`src/hw/loop_diag_cfg.svh`:
```
// Offsets, field positions, reset values and timing counts of the loopback block
`ifndef LOOP_DIAG_CFG_SVH
`define LOOP_DIAG_CFG_SVH

// Register byte offsets
`define LOOP_CTRL_OFFSET   8'h00
`define LOOP_STATUS_OFFSET 8'h04

// Control register fields
`define CTRL_ANALOG_BIT    0
`define CTRL_REMOTE_BIT    1
`define CTRL_DIGITAL_BIT   2
`define CTRL_AUTO_BIT      3
`define CTRL_PLACE_BIT     4
`define CTRL_SEL_LSB       5
`define CTRL_SEL_MSB       7
`define CTRL_NRZ_BIT       8
`define CTRL_WIDTH         9
`define CTRL_RESET         9'h000

// Status register fields
`define STAT_AUTO_BIT      0
`define STAT_ANALOG_BIT    1
`define STAT_REMOTE_BIT    2
`define STAT_DIGITAL_BIT   3
`define STAT_PIN_BIT       4
`define STAT_SYS_ALARM_INDICATION_BIT      5
`define STAT_TOC_BIT       6
`define STAT_TX_LINE_LOS_BIT      7
`define STAT_SYS_LOS_BIT      8
`define STAT_WIDTH         9

// Inband code persistence time
`define INBAND_HOLD_MS     5100
`define CLK_FREQ_KHZ       25000
`define HOLD_CNT_W         27

`endif

```
`src/hw/loop_diag_pkg.sv`:
```
// Types shared by the loopback and indication logic
package loop_diag_pkg;

  typedef enum logic [2:0] {
    IND_PATTERN,
    IND_SYS_AIS,
    IND_OVERCURRENT,
    IND_TX_LINE_LOS,
    IND_EXCESS_ZEROS,
    IND_VIOLATION,
    IND_ZEROS_OR_VIOL,
    IND_SYS_LOS
  } ind_sel_t;

  typedef enum {
    AUTO_OFF,
    AUTO_ON
  } auto_state_t;

endpackage

```
`src/hw/loopback_diag_indication.sv`:
```
// Loopback control, diagnostic priority and transmit indication for one channel
// What this block does
// - Select 000: pin high in pattern sync, low one line cycle per error.
// - Select 001: pin follows system-side AIS status.
// - Select 010: pin follows transmit over-current status.
// - Select 011: pin follows transmit line-side LOS status.
// - Select 100: pin pulses one line cycle per excessive-zeroes event.
// - Select 101 pulses on violations; 110 on zeroes or violations.
// - Select 111: pin follows system-side LOS status.
// - Single-rail NRZ mode disables selections 101, 110 and 111.
// - Analog loop sends transmit data to line and replaces received data.
// - Analog loop disables remote and digital loops, manual or automatic.
// - Analog loop: receive pattern beats looped data; AIS off both ways.
// - Remote loop from manual bit, or auto with detector in receive path.
// - Auto remote loop enters/leaves after codes persist over 5.1 s.
// - Clearing auto enable ends auto loop; status bit shows auto active.
// - Remote loop: received data to shaper and system; system data ignored.
// - Remote loop: transmit detectors keep watching system-side data.
// - Remote loop priorities; receive pattern over AIS, transmit AIS off.
// - Digital loop from manual bit, or auto with detector in transmit path.
// - Digital loop: transmit data to decoder and line; line detectors stay.
// - Digital loop priorities; receive AIS generation disabled.
// - Dual loop only with manual remote; no auto remote during digital.
// - Dual loop: both paths looped; receive detectors watch looped data.
// - Manual dual loop: remote data beats transmit pattern; AIS off.
//
// Register access over AHB-Lite and the register addresses are this design's own decisions.
`timescale 1ns/100ps
`include "loop_diag_cfg.svh"

module loopback_diag_indication #(
  parameter logic [`HOLD_CNT_W-1:0] HOLD_CYCLES =
    `HOLD_CNT_W'(`INBAND_HOLD_MS * `CLK_FREQ_KHZ)
) (
  input  wire logic        clk_i,
  input  wire logic        rst_n_i,
  // AHB-Lite slave
  input  wire logic        hsel_i,
  input  wire logic [31:0] haddr_i,
  input  wire logic [1:0]  htrans_i,
  input  wire logic        hwrite_i,
  input  wire logic [2:0]  hsize_i,
  input  wire logic        hready_i,
  input  wire logic [31:0] hwdata_i,
  output logic      [31:0] hrdata_o,
  output logic             hreadyout_o,
  output logic             hresp_o,
  // Line clock from outside
  input  wire logic        line_clk_i,
  // Transmit-path detector status
  input  wire logic        pattern_sync_i,
  input  wire logic        pattern_err_i,
  input  wire logic        sys_alarm_status_i,
  input  wire logic        tx_overcurrent_status_i,
  input  wire logic        tx_line_los_status_i,
  input  wire logic        sys_los_status_i,
  input  wire logic        sys_excess_zeros_i,
  input  wire logic        sys_violation_i,
  // Inband loop code detectors
  input  wire logic        rx_act_code_i,
  input  wire logic        rx_deact_code_i,
  input  wire logic        tx_act_code_i,
  input  wire logic        tx_deact_code_i,
  // Data streams and generators
  input  wire logic        line_rx_data_i,
  input  wire logic        sys_tx_data_i,
  input  wire logic        rx_pattern_data_i,
  input  wire logic        tx_pattern_data_i,
  input  wire logic        rx_pattern_gen_i,
  input  wire logic        tx_pattern_gen_i,
  input  wire logic        rx_ais_gen_i,
  input  wire logic        tx_ais_gen_i,
  output logic             line_tx_data_o,
  output logic             sys_rx_data_o,
  output logic             rx_decoder_data_o,
  output logic             sys_tx_monitor_o,
  // Loop state and transmit indication pin
  output logic             analog_loop_o,
  output logic             remote_loop_o,
  output logic             digital_loop_o,
  output logic             auto_loop_active_o,
  output logic             tx_indication_pin_o
);

  // ****************************************************************
  // Line clock edge detection
  // ****************************************************************
  logic       lclk_meta_q;
  logic       lclk_sync_q;
  logic       lclk_prev_q;
  logic       line_tick;

  always_comb
  begin
    line_tick = lclk_sync_q & ~lclk_prev_q;
  end

  always_ff @(posedge clk_i)
  begin
    if (!rst_n_i)
    begin
      lclk_meta_q <= 1'b0;
      lclk_sync_q <= 1'b0;
      lclk_prev_q <= 1'b0;
    end
    else
    begin
      lclk_meta_q <= line_clk_i;
      lclk_sync_q <= lclk_meta_q;
      lclk_prev_q <= lclk_sync_q;
    end
  end

  // ****************************************************************
  // AHB-Lite register slave
  // ****************************************************************
  logic [`CTRL_WIDTH-1:0] ctrl_q;
  logic [`CTRL_WIDTH-1:0] ctrl_d;
  logic                   wr_pend_q;
  logic                   wr_pend_d;
  logic [7:0]             waddr_q;
  logic [7:0]             waddr_d;
  logic [31:0]            rdata_q;
  logic [31:0]            rdata_d;
  logic [`STAT_WIDTH-1:0] status;
  logic                   addr_phase;

  always_comb
  begin
    addr_phase = hsel_i & htrans_i[1] & hready_i;
    wr_pend_d  = addr_phase & hwrite_i;
    waddr_d    = addr_phase ? haddr_i[7:0] : waddr_q;
    ctrl_d     = ctrl_q;
    if (wr_pend_q && waddr_q == `LOOP_CTRL_OFFSET)
    begin
      ctrl_d = hwdata_i[`CTRL_WIDTH-1:0];
    end
    rdata_d = rdata_q;
    if (addr_phase && !hwrite_i)
    begin
      case (haddr_i[7:0])
        `LOOP_CTRL_OFFSET:   rdata_d = {{(32-`CTRL_WIDTH){1'b0}}, ctrl_q};
        `LOOP_STATUS_OFFSET: rdata_d = {{(32-`STAT_WIDTH){1'b0}}, status};
        default:             rdata_d = 32'h0000_0000;
      endcase
    end
  end

  always_ff @(posedge clk_i)
  begin
    if (!rst_n_i)
    begin
      ctrl_q    <= `CTRL_RESET;
      wr_pend_q <= 1'b0;
      waddr_q   <= 8'h00;
      rdata_q   <= 32'h0000_0000;
    end
    else
    begin
      ctrl_q    <= ctrl_d;
      wr_pend_q <= wr_pend_d;
      waddr_q   <= waddr_d;
      rdata_q   <= rdata_d;
    end
  end

  assign hrdata_o    = rdata_q;
  assign hreadyout_o = 1'b1;
  assign hresp_o     = 1'b0;

  // ****************************************************************
  // Automatic loopback from inband codes
  // ****************************************************************
  logic                    analog_en;
  logic                    remote_man;
  logic                    digital_man;
  logic                    auto_en;
  logic                    place_tx;
  loop_diag_pkg::auto_state_t auto_q;
  loop_diag_pkg::auto_state_t auto_d;
  logic [`HOLD_CNT_W-1:0]  hold_q;
  logic [`HOLD_CNT_W-1:0]  hold_d;
  logic                    auto_allowed;
  logic                    code_seen;

  always_comb
  begin
    analog_en   = ctrl_q[`CTRL_ANALOG_BIT];
    remote_man  = ctrl_q[`CTRL_REMOTE_BIT];
    digital_man = ctrl_q[`CTRL_DIGITAL_BIT];
    auto_en     = ctrl_q[`CTRL_AUTO_BIT];
    // Placement is assumed stable while the auto loop is on
    place_tx    = ctrl_q[`CTRL_PLACE_BIT];
    // No auto remote while digital loop is on
    auto_allowed = auto_en & ~analog_en & (place_tx | ~digital_man);
    // Qualifying code depends on state and detector path
    if (auto_q == loop_diag_pkg::AUTO_ON)
    begin
      code_seen = place_tx ? tx_deact_code_i : rx_deact_code_i;
    end
    else
    begin
      code_seen = place_tx ? tx_act_code_i : rx_act_code_i;
    end
    auto_d = auto_q;
    hold_d = hold_q;
    if (!auto_allowed)
    begin
      auto_d = loop_diag_pkg::AUTO_OFF;
      hold_d = '0;
    end
    else if (!code_seen)
    begin
      hold_d = '0;
    end
    else if (hold_q == HOLD_CYCLES)
    begin
      hold_d = '0;
      case (auto_q)
        loop_diag_pkg::AUTO_OFF: auto_d = loop_diag_pkg::AUTO_ON;
        loop_diag_pkg::AUTO_ON:  auto_d = loop_diag_pkg::AUTO_OFF;
        default:                 auto_d = loop_diag_pkg::AUTO_OFF;
      endcase
    end
    else
    begin
      hold_d = hold_q + `HOLD_CNT_W'(1);
    end
  end

  always_ff @(posedge clk_i)
  begin
    if (!rst_n_i)
    begin
      auto_q <= loop_diag_pkg::AUTO_OFF;
      hold_q <= '0;
    end
    else
    begin
      auto_q <= auto_d;
      hold_q <= hold_d;
    end
  end

  // ****************************************************************
  // Loop selection and diagnostic priority
  // ****************************************************************
  logic auto_on;
  logic remote;
  logic digital;
  logic dual;
  logic rx_src_d;
  logic sys_rx_d;
  logic line_tx_d;
  logic line_tx_q;
  logic sys_rx_q;
  logic rx_dec_q;
  logic tx_mon_q;

  always_comb
  begin
    auto_on = (auto_q == loop_diag_pkg::AUTO_ON) & auto_allowed;
    remote  = ~analog_en & (remote_man | (auto_on & ~place_tx));
    digital = ~analog_en & (digital_man | (auto_on & place_tx));
    dual    = remote & digital;
    // Receive decoder source: looped transmit data or line
    if (analog_en)
    begin
      rx_src_d = line_tx_q;
    end
    else if (digital)
    begin
      rx_src_d = sys_tx_data_i;
    end
    else
    begin
      rx_src_d = line_rx_data_i;
    end
    // Receive path toward the system
    if (rx_pattern_gen_i)
    begin
      sys_rx_d = rx_pattern_data_i;
    end
    else if (rx_ais_gen_i && !analog_en && !digital)
    begin
      sys_rx_d = 1'b1;
    end
    else
    begin
      sys_rx_d = rx_src_d;
    end
    // Transmit path toward the line
    if (dual)
    begin
      line_tx_d = line_rx_data_i;
    end
    else if (tx_pattern_gen_i)
    begin
      line_tx_d = tx_pattern_data_i;
    end
    else if (remote)
    begin
      line_tx_d = line_rx_data_i;
    end
    else if (digital || analog_en)
    begin
      line_tx_d = sys_tx_data_i;
    end
    else if (tx_ais_gen_i)
    begin
      line_tx_d = 1'b1;
    end
    else
    begin
      line_tx_d = sys_tx_data_i;
    end
  end

  always_ff @(posedge clk_i)
  begin
    if (!rst_n_i)
    begin
      line_tx_q <= 1'b0;
      sys_rx_q  <= 1'b0;
      rx_dec_q  <= 1'b0;
      tx_mon_q  <= 1'b0;
    end
    else if (line_tick)
    begin
      line_tx_q <= line_tx_d;
      sys_rx_q  <= sys_rx_d;
      rx_dec_q  <= rx_src_d;
      tx_mon_q  <= sys_tx_data_i;
    end
  end

  assign line_tx_data_o     = line_tx_q;
  assign sys_rx_data_o      = sys_rx_q;
  assign rx_decoder_data_o  = rx_dec_q;
  assign sys_tx_monitor_o   = tx_mon_q;

  // ****************************************************************
  // Transmit indication pin
  // ****************************************************************
  logic [2:0] ev_q;
  logic [2:0] ev_d;
  logic [2:0] ev_now;
  logic       pin_q;
  logic       pin_d;
  logic       nrz_mode;
  loop_diag_pkg::ind_sel_t sel;

  always_comb
  begin
    sel      = loop_diag_pkg::ind_sel_t'(ctrl_q[`CTRL_SEL_MSB:`CTRL_SEL_LSB]);
    nrz_mode = ctrl_q[`CTRL_NRZ_BIT];
    // Events held until the next line cycle; one arriving on that cycle counts there, then is cleared
    ev_now = ev_q | {sys_violation_i, sys_excess_zeros_i, pattern_err_i};
    ev_d   = line_tick ? 3'h0 : ev_now;
    pin_d  = pin_q;
    if (line_tick)
    begin
      case (sel)
        loop_diag_pkg::IND_PATTERN:      pin_d = pattern_sync_i & ~ev_now[0];
        loop_diag_pkg::IND_SYS_AIS:      pin_d = sys_alarm_status_i;
        loop_diag_pkg::IND_OVERCURRENT:  pin_d = tx_overcurrent_status_i;
        loop_diag_pkg::IND_TX_LINE_LOS:  pin_d = tx_line_los_status_i;
        loop_diag_pkg::IND_EXCESS_ZEROS: pin_d = ev_now[1];
        loop_diag_pkg::IND_VIOLATION:    pin_d = ~nrz_mode & ev_now[2];
        loop_diag_pkg::IND_ZEROS_OR_VIOL: pin_d = ~nrz_mode & (ev_now[1] | ev_now[2]);
        loop_diag_pkg::IND_SYS_LOS:      pin_d = ~nrz_mode & sys_los_status_i;
        default:                         pin_d = 1'b0;
      endcase
    end
    status = {sys_los_status_i, tx_line_los_status_i, tx_overcurrent_status_i,
              sys_alarm_status_i, pin_q, digital, remote, analog_en, auto_on};
  end

  always_ff @(posedge clk_i)
  begin
    if (!rst_n_i)
    begin
      ev_q  <= 3'h0;
      pin_q <= 1'b0;
    end
    else
    begin
      ev_q  <= ev_d;
      pin_q <= pin_d;
    end
  end

  assign tx_indication_pin_o = pin_q;
  assign analog_loop_o       = analog_en;
  assign remote_loop_o       = remote;
  assign digital_loop_o      = digital;
  assign auto_loop_active_o  = auto_on;

endmodule

```
`config.mk`:
```
export PLATFORM = sky130hd
export DESIGN_NAME = loopback_diag_indication
export DESIGN_NICKNAME = d
export VERILOG_FILES = /design/src/hw/loop_diag_pkg.sv /design/src/hw/loopback_diag_indication.sv
export VERILOG_INCLUDE_DIRS = /design/src /design/src/hw
export SDC_FILE = /design/constraint.sdc
export NUM_CORES = 1
export LEC_CHECK = 0
export ABC_AREA = 0
export BUFFER_PORTS_ARGS = -buffer_cell sky130_fd_sc_hd__buf_2
export CAP_MARGIN = 20
export CORE_MARGIN = 3
export CORE_UTILIZATION = 40
export CTS_BUF_LIST = sky130_fd_sc_hd__clkbuf_4 sky130_fd_sc_hd__clkbuf_8
export DETAILED_ROUTE_END_ITERATION = 6
export PLACE_DENSITY = 0.69
export SYNTH_ARGS = -nofsm -noshare
export SYNTH_HDL_FRONTEND = slang
export SYNTH_SLANG_ARGS = --single-unit
```
`constraint.sdc`:
```
create_clock -name clk_i -period 2.2 [get_ports clk_i]
set_input_delay 0.22 -clock clk_i [delete_from_list [all_inputs] [get_ports clk_i]]
set_output_delay 0.22 -clock clk_i [all_outputs]
set_load 0.03 [all_outputs]
```
==> out/metrics.cfg, run 1 <==
[outcome]
outcome=complete, no violations

[critical_path]
crit_required_ns=2.43
crit_path_max_incr_delay_ns=0.55
regToRegSetupSlack_ns=0.25
crit_type=reg -> reg
worst_ep_arrival_time_ns=2.17
critPathCaptureType=register
crit_chain=or4_4, nor4_4, nand2_4, o21bai_4, buf_12, nor2_1
path_buf_inv=1
start_kind=register
slowest_stage=or4_4
crit_family=simple AND/OR/NAND/NOR gates
cp_max_fo=17

[power_and_ir_drop]
vdd_drop_max_uv=379.0
power.leakage_nw=1.497
power.density_nw_per_um2=669.7
p_total_w=0.002512

[cts]
cts_made_buffers=9
cts_hold_buf=0
clk_pin_slew_ns=0.08
h-tree-depth=3
postCtsSetupBuffers=0
clock-root-buffer=clkbuf_8
cts_sinks=66
cts.repair.resized=0
clk_latency_ns=0.34
cts_tree=yes
clockBufferDepth=2

[floorplanning]
start_util_pct=41.35
die_area_um2=9140
die_height_um=95.61
num_io_pins=138
die_w_um=95.61
row_count=32
core_area_um2=7767

[synth]
ys_async_sr_fraction_pct=0
synth_edf_count=0
synth_top_area_share_pct=41.14
seq_area_frac_synth_pct=41.14
ys_warn_count=0
netlist_area_um2=3212
synth.most_common_cell=dfxtp_1
synth_cells=378
synth_flop_cell=dfxtp_1
synth_area_leaders=dfxtp_1, nor2_1, buf_4
ys_ff_latch=66
synth_common_cells=dfxtp_1, nor2_1, nand2_1
synth_cell_types=47
syn_avg_cell_area_um2=8.497
yosys.area.top_type=dfxtp_1

[route]
wl_per_cell_um=13.01
drcViolationCount=0
ant_nets=0
routed_wl_um=7101
drtPass1Iterations=4
avgViaCountPerCell=4.899
first_iter_violations=94
vias=2675

[finish]
fin_cells=546
postLayoutCellArea_um2=3751
antenna_cells=0
fin_nets=537
syn2layout_area_growth_pct=16.79
final_layout_size_suffix_gt1_share_pct=22.07
fill_cells=765

[placed_design]
placed_cells=531
detailed_place_hpwl_um=5379
io_buffer_count=61
pre_cts_ws_ns=0.2700
placed_area_um2=3535
place.gp.congestion=0.7877

[sta]
min_period_over_period_pct=88.42
finalMaxSlewViolations=0
fin_ws_ns=0.2547
setup_viol=0
finalSetupTns_ns=0
worstMarginPinSlew_ns=0.5464
timing.final.crit_period_ns=1.945
fin_skew_ns=0.01151
finalHoldViolCount=0
max_freq_ghz=0.5141
rsz0062_at_grt=false
slew_headroom_pct=63.44

[worst_hold_path]
hold_path_class=in -> reg

[global_routing]
grt_max_degree=26
grt_overflow=0
track_usage_pct=16.31
antenna_found_initial=0
grt_pass1_wl_um=11790
grt_pass1_vias=2644

[run]
maxCapViolations=0

[flip-flops by register name, summed over array words and instances (netlist names)]
signal	flops
auto_q	1
lclk_meta_q	1
ev_q	3
lclk_prev_q	1
lclk_sync_q	1
sys_tx_monitor_o	1
ctrl_q	9
hold_q	27
line_tx_data_o	1
wr_pend_q	1
rx_decoder_data_o	1
hrdata_o	9
waddr_q	8
tx_indication_pin_o	1
sys_rx_data_o	1
[where the power goes]
group	total (W)	switching [W]	leakage (nW)	internal, W
logic	0.000186	0.000124	0.861	0.0000616
clock network	0.00111	0.000470	0.102	0.000635
registers	0.00122	0.00000991	0.534	0.00121
total	0.00251	0.000605	1.50	0.00191
[cell usage in the layout (no fill, tap or decap), drive strengths merged, types with 2 or more instances in the layout]
| master | n |
|---|---|
| a211oi | 4 |
| a21oi | 17 |
| a22o | 3 |
| a22oi | 7 |
| a31oi | 2 |
| and2 | 6 |
| and3 | 4 |
| buf | 67 |
| bufinv | 2 |
| clkbuf | 9 |
| clkinv | 2 |
| clkinvlp | 2 |
| conb | 25 |
| dfxtp | 66 |
| ha | 2 |
| inv | 7 |
| mux2 | 8 |
| mux2i | 13 |
| nand2 | 45 |
| nand2b | 2 |
| nand3 | 15 |
| nand4 | 8 |
| nor2 | 57 |
| nor2b | 5 |
| nor3 | 8 |
| nor4 | 7 |
| o21ai | 12 |
| or2 | 2 |
| or3 | 4 |
| or4 | 2 |
| xnor2 | 9 |
| xor2 | 10 |
[per-stage QoR]
step	utilization [%]	hold slack [ns]
floorplan	-	0.3407
global placement	45.51	0.4142
detailed placement	45.51	0.4226
CTS	48.29	0.06074
global route	48.29	0.09583
finish	48.29	0.08036
[per-layer routing]
metal	part of all wire (%)	global-route usage, %
met3	6.3	6.235
met4	0.99	4.976
met1	42	18.05
met5	0	0
met2	51	28.78
[kinds of logic (layout without fill, tap and decap cells)]
logic type	count (synthesis)	after routing	share of synthesized area, %
simple gates	169	169	25.91
flops	66	66	41.14
compound gates	52	52	10.48
buf+inv	46	89	8.726
mux	22	22	7.557
xor+xnor	19	19	5.181
fa+ha+maj	2	2	0.7790
other cells	2	25	0.2338
[final timing paths]
path                                             start                     end  cells after the start
worst max register to register   hold_q[18]$_SDFF_PP0_    hold_q[4]$_SDFF_PP0_                      6
worst max-delay path             hold_q[18]$_SDFF_PP0_    hold_q[4]$_SDFF_PP0_                      6
worst min-delay path                        line_clk_i  lclk_meta_q$_SDFF_PN0_                      2
worst min register to register  lclk_meta_q$_SDFF_PN0_  lclk_sync_q$_SDFF_PN0_                      1
[layout make-up]
| cell class | count | area (um2) | area share (%) |
|---|---|---|---|
| clock buffers | 9 | 123.9 | 3.302 |
| clock inverters | 6 | 92.59 | 2.468 |
| inverters | 7 | 26.28 | 0.7005 |
| multi-input cells | 289 | 1697 | 45.23 |
| flip-flops and latches | 66 | 1321 | 35.22 |
| well taps | 102 | 127.6 | 3.402 |
| repair buffers | 67 | 362.8 | 9.673 |
(Power assumes the default switching activity.)
==> run 2: changes to the inputs <==
- CORE_ASPECT_RATIO: unset -> 1.25
==> out/metrics.cfg, run 2 (synthesis results as in run 1) <==
[cts]
h-tree-depth=3  ; unchanged
cts_made_buffers=9  ; unchanged
clock-root-buffer=clkbuf_8
cts.repair.resized=0  ; unchanged
cts_hold_buf=0  ; unchanged
clk_pin_slew_ns=0.07  ; about the same
clk_latency_ns=0.34  ; about the same
cts_tree=yes
clockBufferDepth=2  ; unchanged
postCtsSetupBuffers=0  ; unchanged
cts_sinks=66  ; unchanged

[sta]
timing.final.crit_period_ns=1.964  ; +0.01830 ns
fin_skew_ns=0.008571  ; -0.002936 ns
finalSetupTns_ns=0  ; unchanged
max_freq_ghz=0.5093  ; -0.93%
finalMaxSlewViolations=0  ; unchanged
min_period_over_period_pct=89.26  ; +0.83 points
rsz0062_at_grt=false
worstMarginPinSlew_ns=0.4935  ; -0.05295 ns
fin_ws_ns=0.2364  ; -0.01830 ns
setup_viol=0  ; unchanged
slew_headroom_pct=66.85  ; +3.4 points
finalHoldViolCount=0  ; unchanged

[critical_path]
path_buf_inv=1  ; unchanged
crit_type=reg -> reg
cp_max_fo=17  ; unchanged
crit_chain=or4_4, nor4_4, nand2_4, o21bai_4, buf_12, nor2_1
slowest_stage=or4_4
critPathCaptureType=register
crit_path_max_incr_delay_ns=0.55  ; about the same
regToRegSetupSlack_ns=0.24  ; -0.02 ns
crit_required_ns=2.42  ; about the same
worst_ep_arrival_time_ns=2.18  ; about the same
start_kind=register
crit_family=simple AND/OR/NAND/NOR gates

[placed_design]
place.gp.congestion=0.7972  ; +1.2%
detailed_place_hpwl_um=5365  ; -0.27%
placed_cells=523  ; -1.5%
pre_cts_ws_ns=0.2420  ; -0.02802 ns
io_buffer_count=61  ; unchanged

[global_routing]
grt_pass1_wl_um=12130  ; +2.9%
grt_overflow=0  ; unchanged
antenna_found_initial=0  ; unchanged
grt_max_degree=26  ; unchanged
track_usage_pct=16.36  ; +0.045 points
grt_pass1_vias=2661  ; +0.64%

[finish]
fin_cells=538  ; -1.5%
multi_input_area_um2=1697  ; unchanged
syn2layout_area_growth_pct=16.13
regArea_um2=1321  ; unchanged
top_register=hold_q
largest_register_ffs=27  ; unchanged
final_common_cell=dfxtp_1
fin_nets=539  ; +0.37%
antenna_cells=0  ; unchanged
utilization_pct=49.23  ; +0.94 points
final_cell_mix=dfxtp_1, buf_2, nor2_1, nand2_1, conb_1
fill_cells=739  ; -3.4%
final_layout_size_suffix_gt1_share_pct=22.42  ; +0.35 points

[floorplanning]
num_io_pins=138  ; unchanged
die_height_um=106.2  ; +11%
start_util_pct=42.39  ; +1.0 points
die_w_um=86.15  ; -9.9%
core_area_um2=7576  ; -2.5%
die_area_um2=9147  ; about the same
row_count=35  ; +9.4%

[route]
drtPass1Iterations=4  ; unchanged
first_iter_violations=127  ; +35%
wl_met3_um=431  ; -4.0%
wl_met1_um=3058  ; +3.3%
routed_wl_um=7138  ; +0.52%
dr_wl_met2_um=3571  ; -1.4%
vias=2743  ; +2.5%
wl_per_cell_um=13.27  ; +2.0%
avgViaCountPerCell=5.099  ; +4.1%
drcViolationCount=0  ; unchanged
ant_nets=0  ; unchanged
highest_layer=met4

[power_and_ir_drop]
power.leakage_nw=1.499  ; +0.16%
power.density_nw_per_um2=644.4  ; -3.8%
vdd_drop_max_uv=332.3  ; -12%

[run]
maxCapViolations=0  ; unchanged

[worst_hold_path]
hold_path_class=in -> reg

[outcome]
outcome=complete, no violations

run 2: changes by cell type in the layout (fill, tap and decap cells not counted), sizes merged:
cell | previous run | this run
bufinv | 2 | 1
clkbuf | 9 | 10
buf | 67 | 69
run 2: worst paths after layout:
check / cells past startpoint / startpoint / endpoint
setup / recovery: 6 / hold_q[18]$_SDFF_PP0_ / hold_q[0]$_SDFF_PP0_
hold / removal: 2 / line_clk_i / lclk_meta_q$_SDFF_PN0_
setup reg to reg: 6 / hold_q[18]$_SDFF_PP0_ / hold_q[0]$_SDFF_PP0_
hold reg to reg: 1 / lclk_meta_q$_SDFF_PN0_ / lclk_sync_q$_SDFF_PN0_
run 2: worst register-to-register path: cells and delay by family, from the launching register on:
kind	cells	cell delay, ns
compound gates	1	0.16
buf+inv	1	0.16
flops	1	0.34
simple gates	4	1.18
run 2: layout make-up:
class	count	share of cell area, %
inverters	7	0.7045
repair buffers	69	10.13
well taps	92	3.086
flip-flops and latches	66	35.42
multi-input cells	289	45.49
clock buffers	10	3.690
clock inverters	5	1.476
run 2: per-layer routing:
layer	global-route usage, %	vias to the layer above
met5	0	-
met4	6.448	0
met3	4.496	6
met2	27.51	80
met1	19.50	1283
li1	-	1374
run 2: where the power goes:
group | total (W) | internal, W | leakage, nW | switching [W]
clock | 0.000996 | 0.000544 | 0.0941 | 0.000452
combinational | 0.000187 | 0.0000622 | 0.871 | 0.000124
sequential | 0.00122 | 0.00121 | 0.534 | 0.00000989
total | 0.00240 | 0.00182 | 1.50 | 0.000587
run 2: per-stage QoR:
step	hold WS [ns]	cell area, um2	power, W
global placement	0.4176	3537	0.001432
detailed placement	0.4251	3537	0.001434
global route	0.08987	3730	0.002503
finish	0.1055	3730	0.002404
floorplan	0.3407	3298	0.001406
CTS	0.09135	3730	0.002429
==> run 3: changes to the inputs <==
- PLACE_DENSITY: 0.69 -> 0.68
- TNS_END_PERCENT: unset -> 5
==> out/metrics.cfg, run 3 (synthesis results as in run 1) <==
[outcome]
outcome=complete, no violations

[critical_path]
regToRegSetupSlack_ns=0.25  ; +0.02 ns
critPathCaptureType=register
worst_ep_arrival_time_ns=2.17  ; about the same
reg2reg_depth=6  ; unchanged
cp_max_fo=17  ; unchanged
r2r_end=hold_q[0]$_SDFF_PP0_
crit_family=simple AND/OR/NAND/NOR gates
start_kind=register
path_buf_inv=1  ; unchanged
crit_required_ns=2.42  ; about the same
crit_path_max_incr_delay_ns=0.55  ; about the same
r2r-start=hold_q[18]$_SDFF_PP0_
crit_type=reg -> reg
crit_chain=or4_4, nor4_4, nand2_4, o21bai_4, buf_12, nor2_1
slowest_stage=or4_4

[floorplanning]
start_util_pct=42.39  ; unchanged
die_area_um2=9147  ; unchanged
die_height_um=106.2  ; unchanged
core_area_um2=7576  ; unchanged
num_io_pins=138  ; unchanged
die_w_um=86.15  ; unchanged
row_count=35  ; unchanged

[placed_design]
detailed_place_hpwl_um=5332  ; -0.61%
io_buffer_count=61  ; unchanged
placed_cells=520  ; -0.57%
place.gp.congestion=0.8613  ; +8.0%
placed_area_um2=3515  ; -0.64%

[worst_hold_path]
worstHoldEndpoint=lclk_meta_q$_SDFF_PN0_
holdPathStages=2  ; unchanged
min_from=line_clk_i
hold_path_class=in -> reg

[run]
maxCapViolations=0  ; unchanged

[cts]
clk_latency_ns=0.34  ; about the same
clock-root-buffer=clkbuf_8
cts_made_buffers=9  ; unchanged
postCtsSetupBuffers=0  ; unchanged
cts.repair.resized=0  ; unchanged
cts_tree=yes
h-tree-depth=3  ; unchanged
clockBufferDepth=2  ; unchanged
clk_pin_slew_ns=0.06  ; about the same
cts_hold_buf=0  ; unchanged
cts_sinks=66  ; unchanged

[sta]
max_freq_ghz=0.5140  ; +0.93%
slew_headroom_pct=63.48  ; -3.4 points
fin_skew_ns=0.005141  ; -0.003430 ns
setup_viol=0  ; unchanged
finalMaxSlewViolations=0  ; unchanged
finalHoldViolCount=0  ; unchanged
timing.final.crit_period_ns=1.945  ; -0.01815 ns
rsz0062_at_grt=false
min_period_over_period_pct=88.43  ; -0.83 points
worstMarginPinSlew_ns=0.5458  ; +0.05235 ns
finalSetupTns_ns=0  ; unchanged

[power_and_ir_drop]
power.density_nw_per_um2=637.8  ; -1.0%
power.leakage_nw=1.491  ; -0.52%
vdd_drop_max_uv=432.8  ; +30%

[finish]
final_cell_mix=dfxtp_1, buf_2, nor2_1, nand2_1, conb_1
antenna_cells=0  ; unchanged
final_layout_size_suffix_gt1_share_pct=21.90  ; -0.53 points
fin_nets=536  ; -0.56%
syn2layout_area_growth_pct=15.31
final_common_cell=dfxtp_1
fin_cells=535  ; -0.56%
postLayoutCellArea_um2=3704  ; -0.70%
utilization_pct=48.89  ; -0.35 points
top_register=hold_q
largest_register_ffs=27  ; unchanged
fill_cells=736  ; -0.41%

[route]
drtPass1Iterations=5  ; +1
ant_nets=0  ; unchanged
first_iter_violations=138  ; +8.7%
wl_per_cell_um=13.16  ; -0.85%
routed_wl_um=7038  ; -1.4%
drcViolationCount=0  ; unchanged
avgViaCountPerCell=5.146  ; +0.93%
vias=2753  ; +0.36%

[global_routing]
track_usage_pct=16.05  ; -0.31 points
antenna_found_initial=1  ; +1
grt_pass1_wl_um=11770  ; -3.0%
grt_pass1_vias=2585  ; -2.9%
grt_max_degree=26  ; unchanged
grt_overflow=0  ; unchanged

## run 3: changes by cell type in the layout (fill, tap and decap cells not counted), sizes merged
cell	before	now
buf	69	66
clkbuf	10	13
clkinvlp	2	0
bufinv	1	0
## run 3: routing by layer
metal	vias to the layer above	global-route usage, %	part of all wire (%)
met3	17	4.961	7.1
li1	1368	-	-
met1	1273	19.58	42
met2	93	25.52	48
met5	-	0	0.26
met4	2	7.466	2.5
## run 3: final cells by class
type | count | area (um2) | share of cell area (%)
Sequential cell | 66 | 1321 | 35.68
Clock buffer | 13 | 178.9 | 4.831
Clock inverter | 2 | 10.01 | 0.2703
Timing Repair Buffer | 66 | 355.3 | 9.595
Multi-Input combinational cell | 289 | 1697 | 45.81
Tap cell | 92 | 115.1 | 3.108
Inverter | 7 | 26.28 | 0.7095
## run 3: worst max path at each step
stage,startpoint,depth (start not counted),endpoint,slack [ns]
finish,hold_q[18]$_SDFF_PP0_,6,hold_q[0]$_SDFF_PP0_,0.25
global route,hold_q[5]$_SDFF_PP0_,5,hold_q[16]$_SDFF_PP0_,0.14
CTS,hold_q[18]$_SDFF_PP0_,6,hold_q[6]$_SDFF_PP0_,0.24
detailed placement,hold_q[18]$_SDFF_PP0_,6,hold_q[9]$_SDFF_PP0_,0.25
global placement,hold_q[18]$_SDFF_PP0_,6,hold_q[6]$_SDFF_PP0_,0.27
floorplan,ctrl_q[0]$_SDFFE_PN0P_,5,hrdata_o[0]$_SDFFE_PN0P_,0.33
## run 3: metrics by stage
step	setup slack (ns)	total power, W	hold WS [ns]
6_report	0.2545	0.002362	0.1072
5_1_grt	0.1409	0.002457	0.1069
4_1_cts	0.2352	0.002389	0.09952
3_5_place_dp	0.2474	0.001434	0.4306
3_3_place_gp	0.2660	0.001431	0.4155
2_1_floorplan	0.3300	0.001406	0.3407
## run 3: power breakdown
group | internal [W] | switching (W)
registers | 0.00121 | 0.00000994
logic | 0.0000613 | 0.000125
clock network | 0.000522 | 0.000432
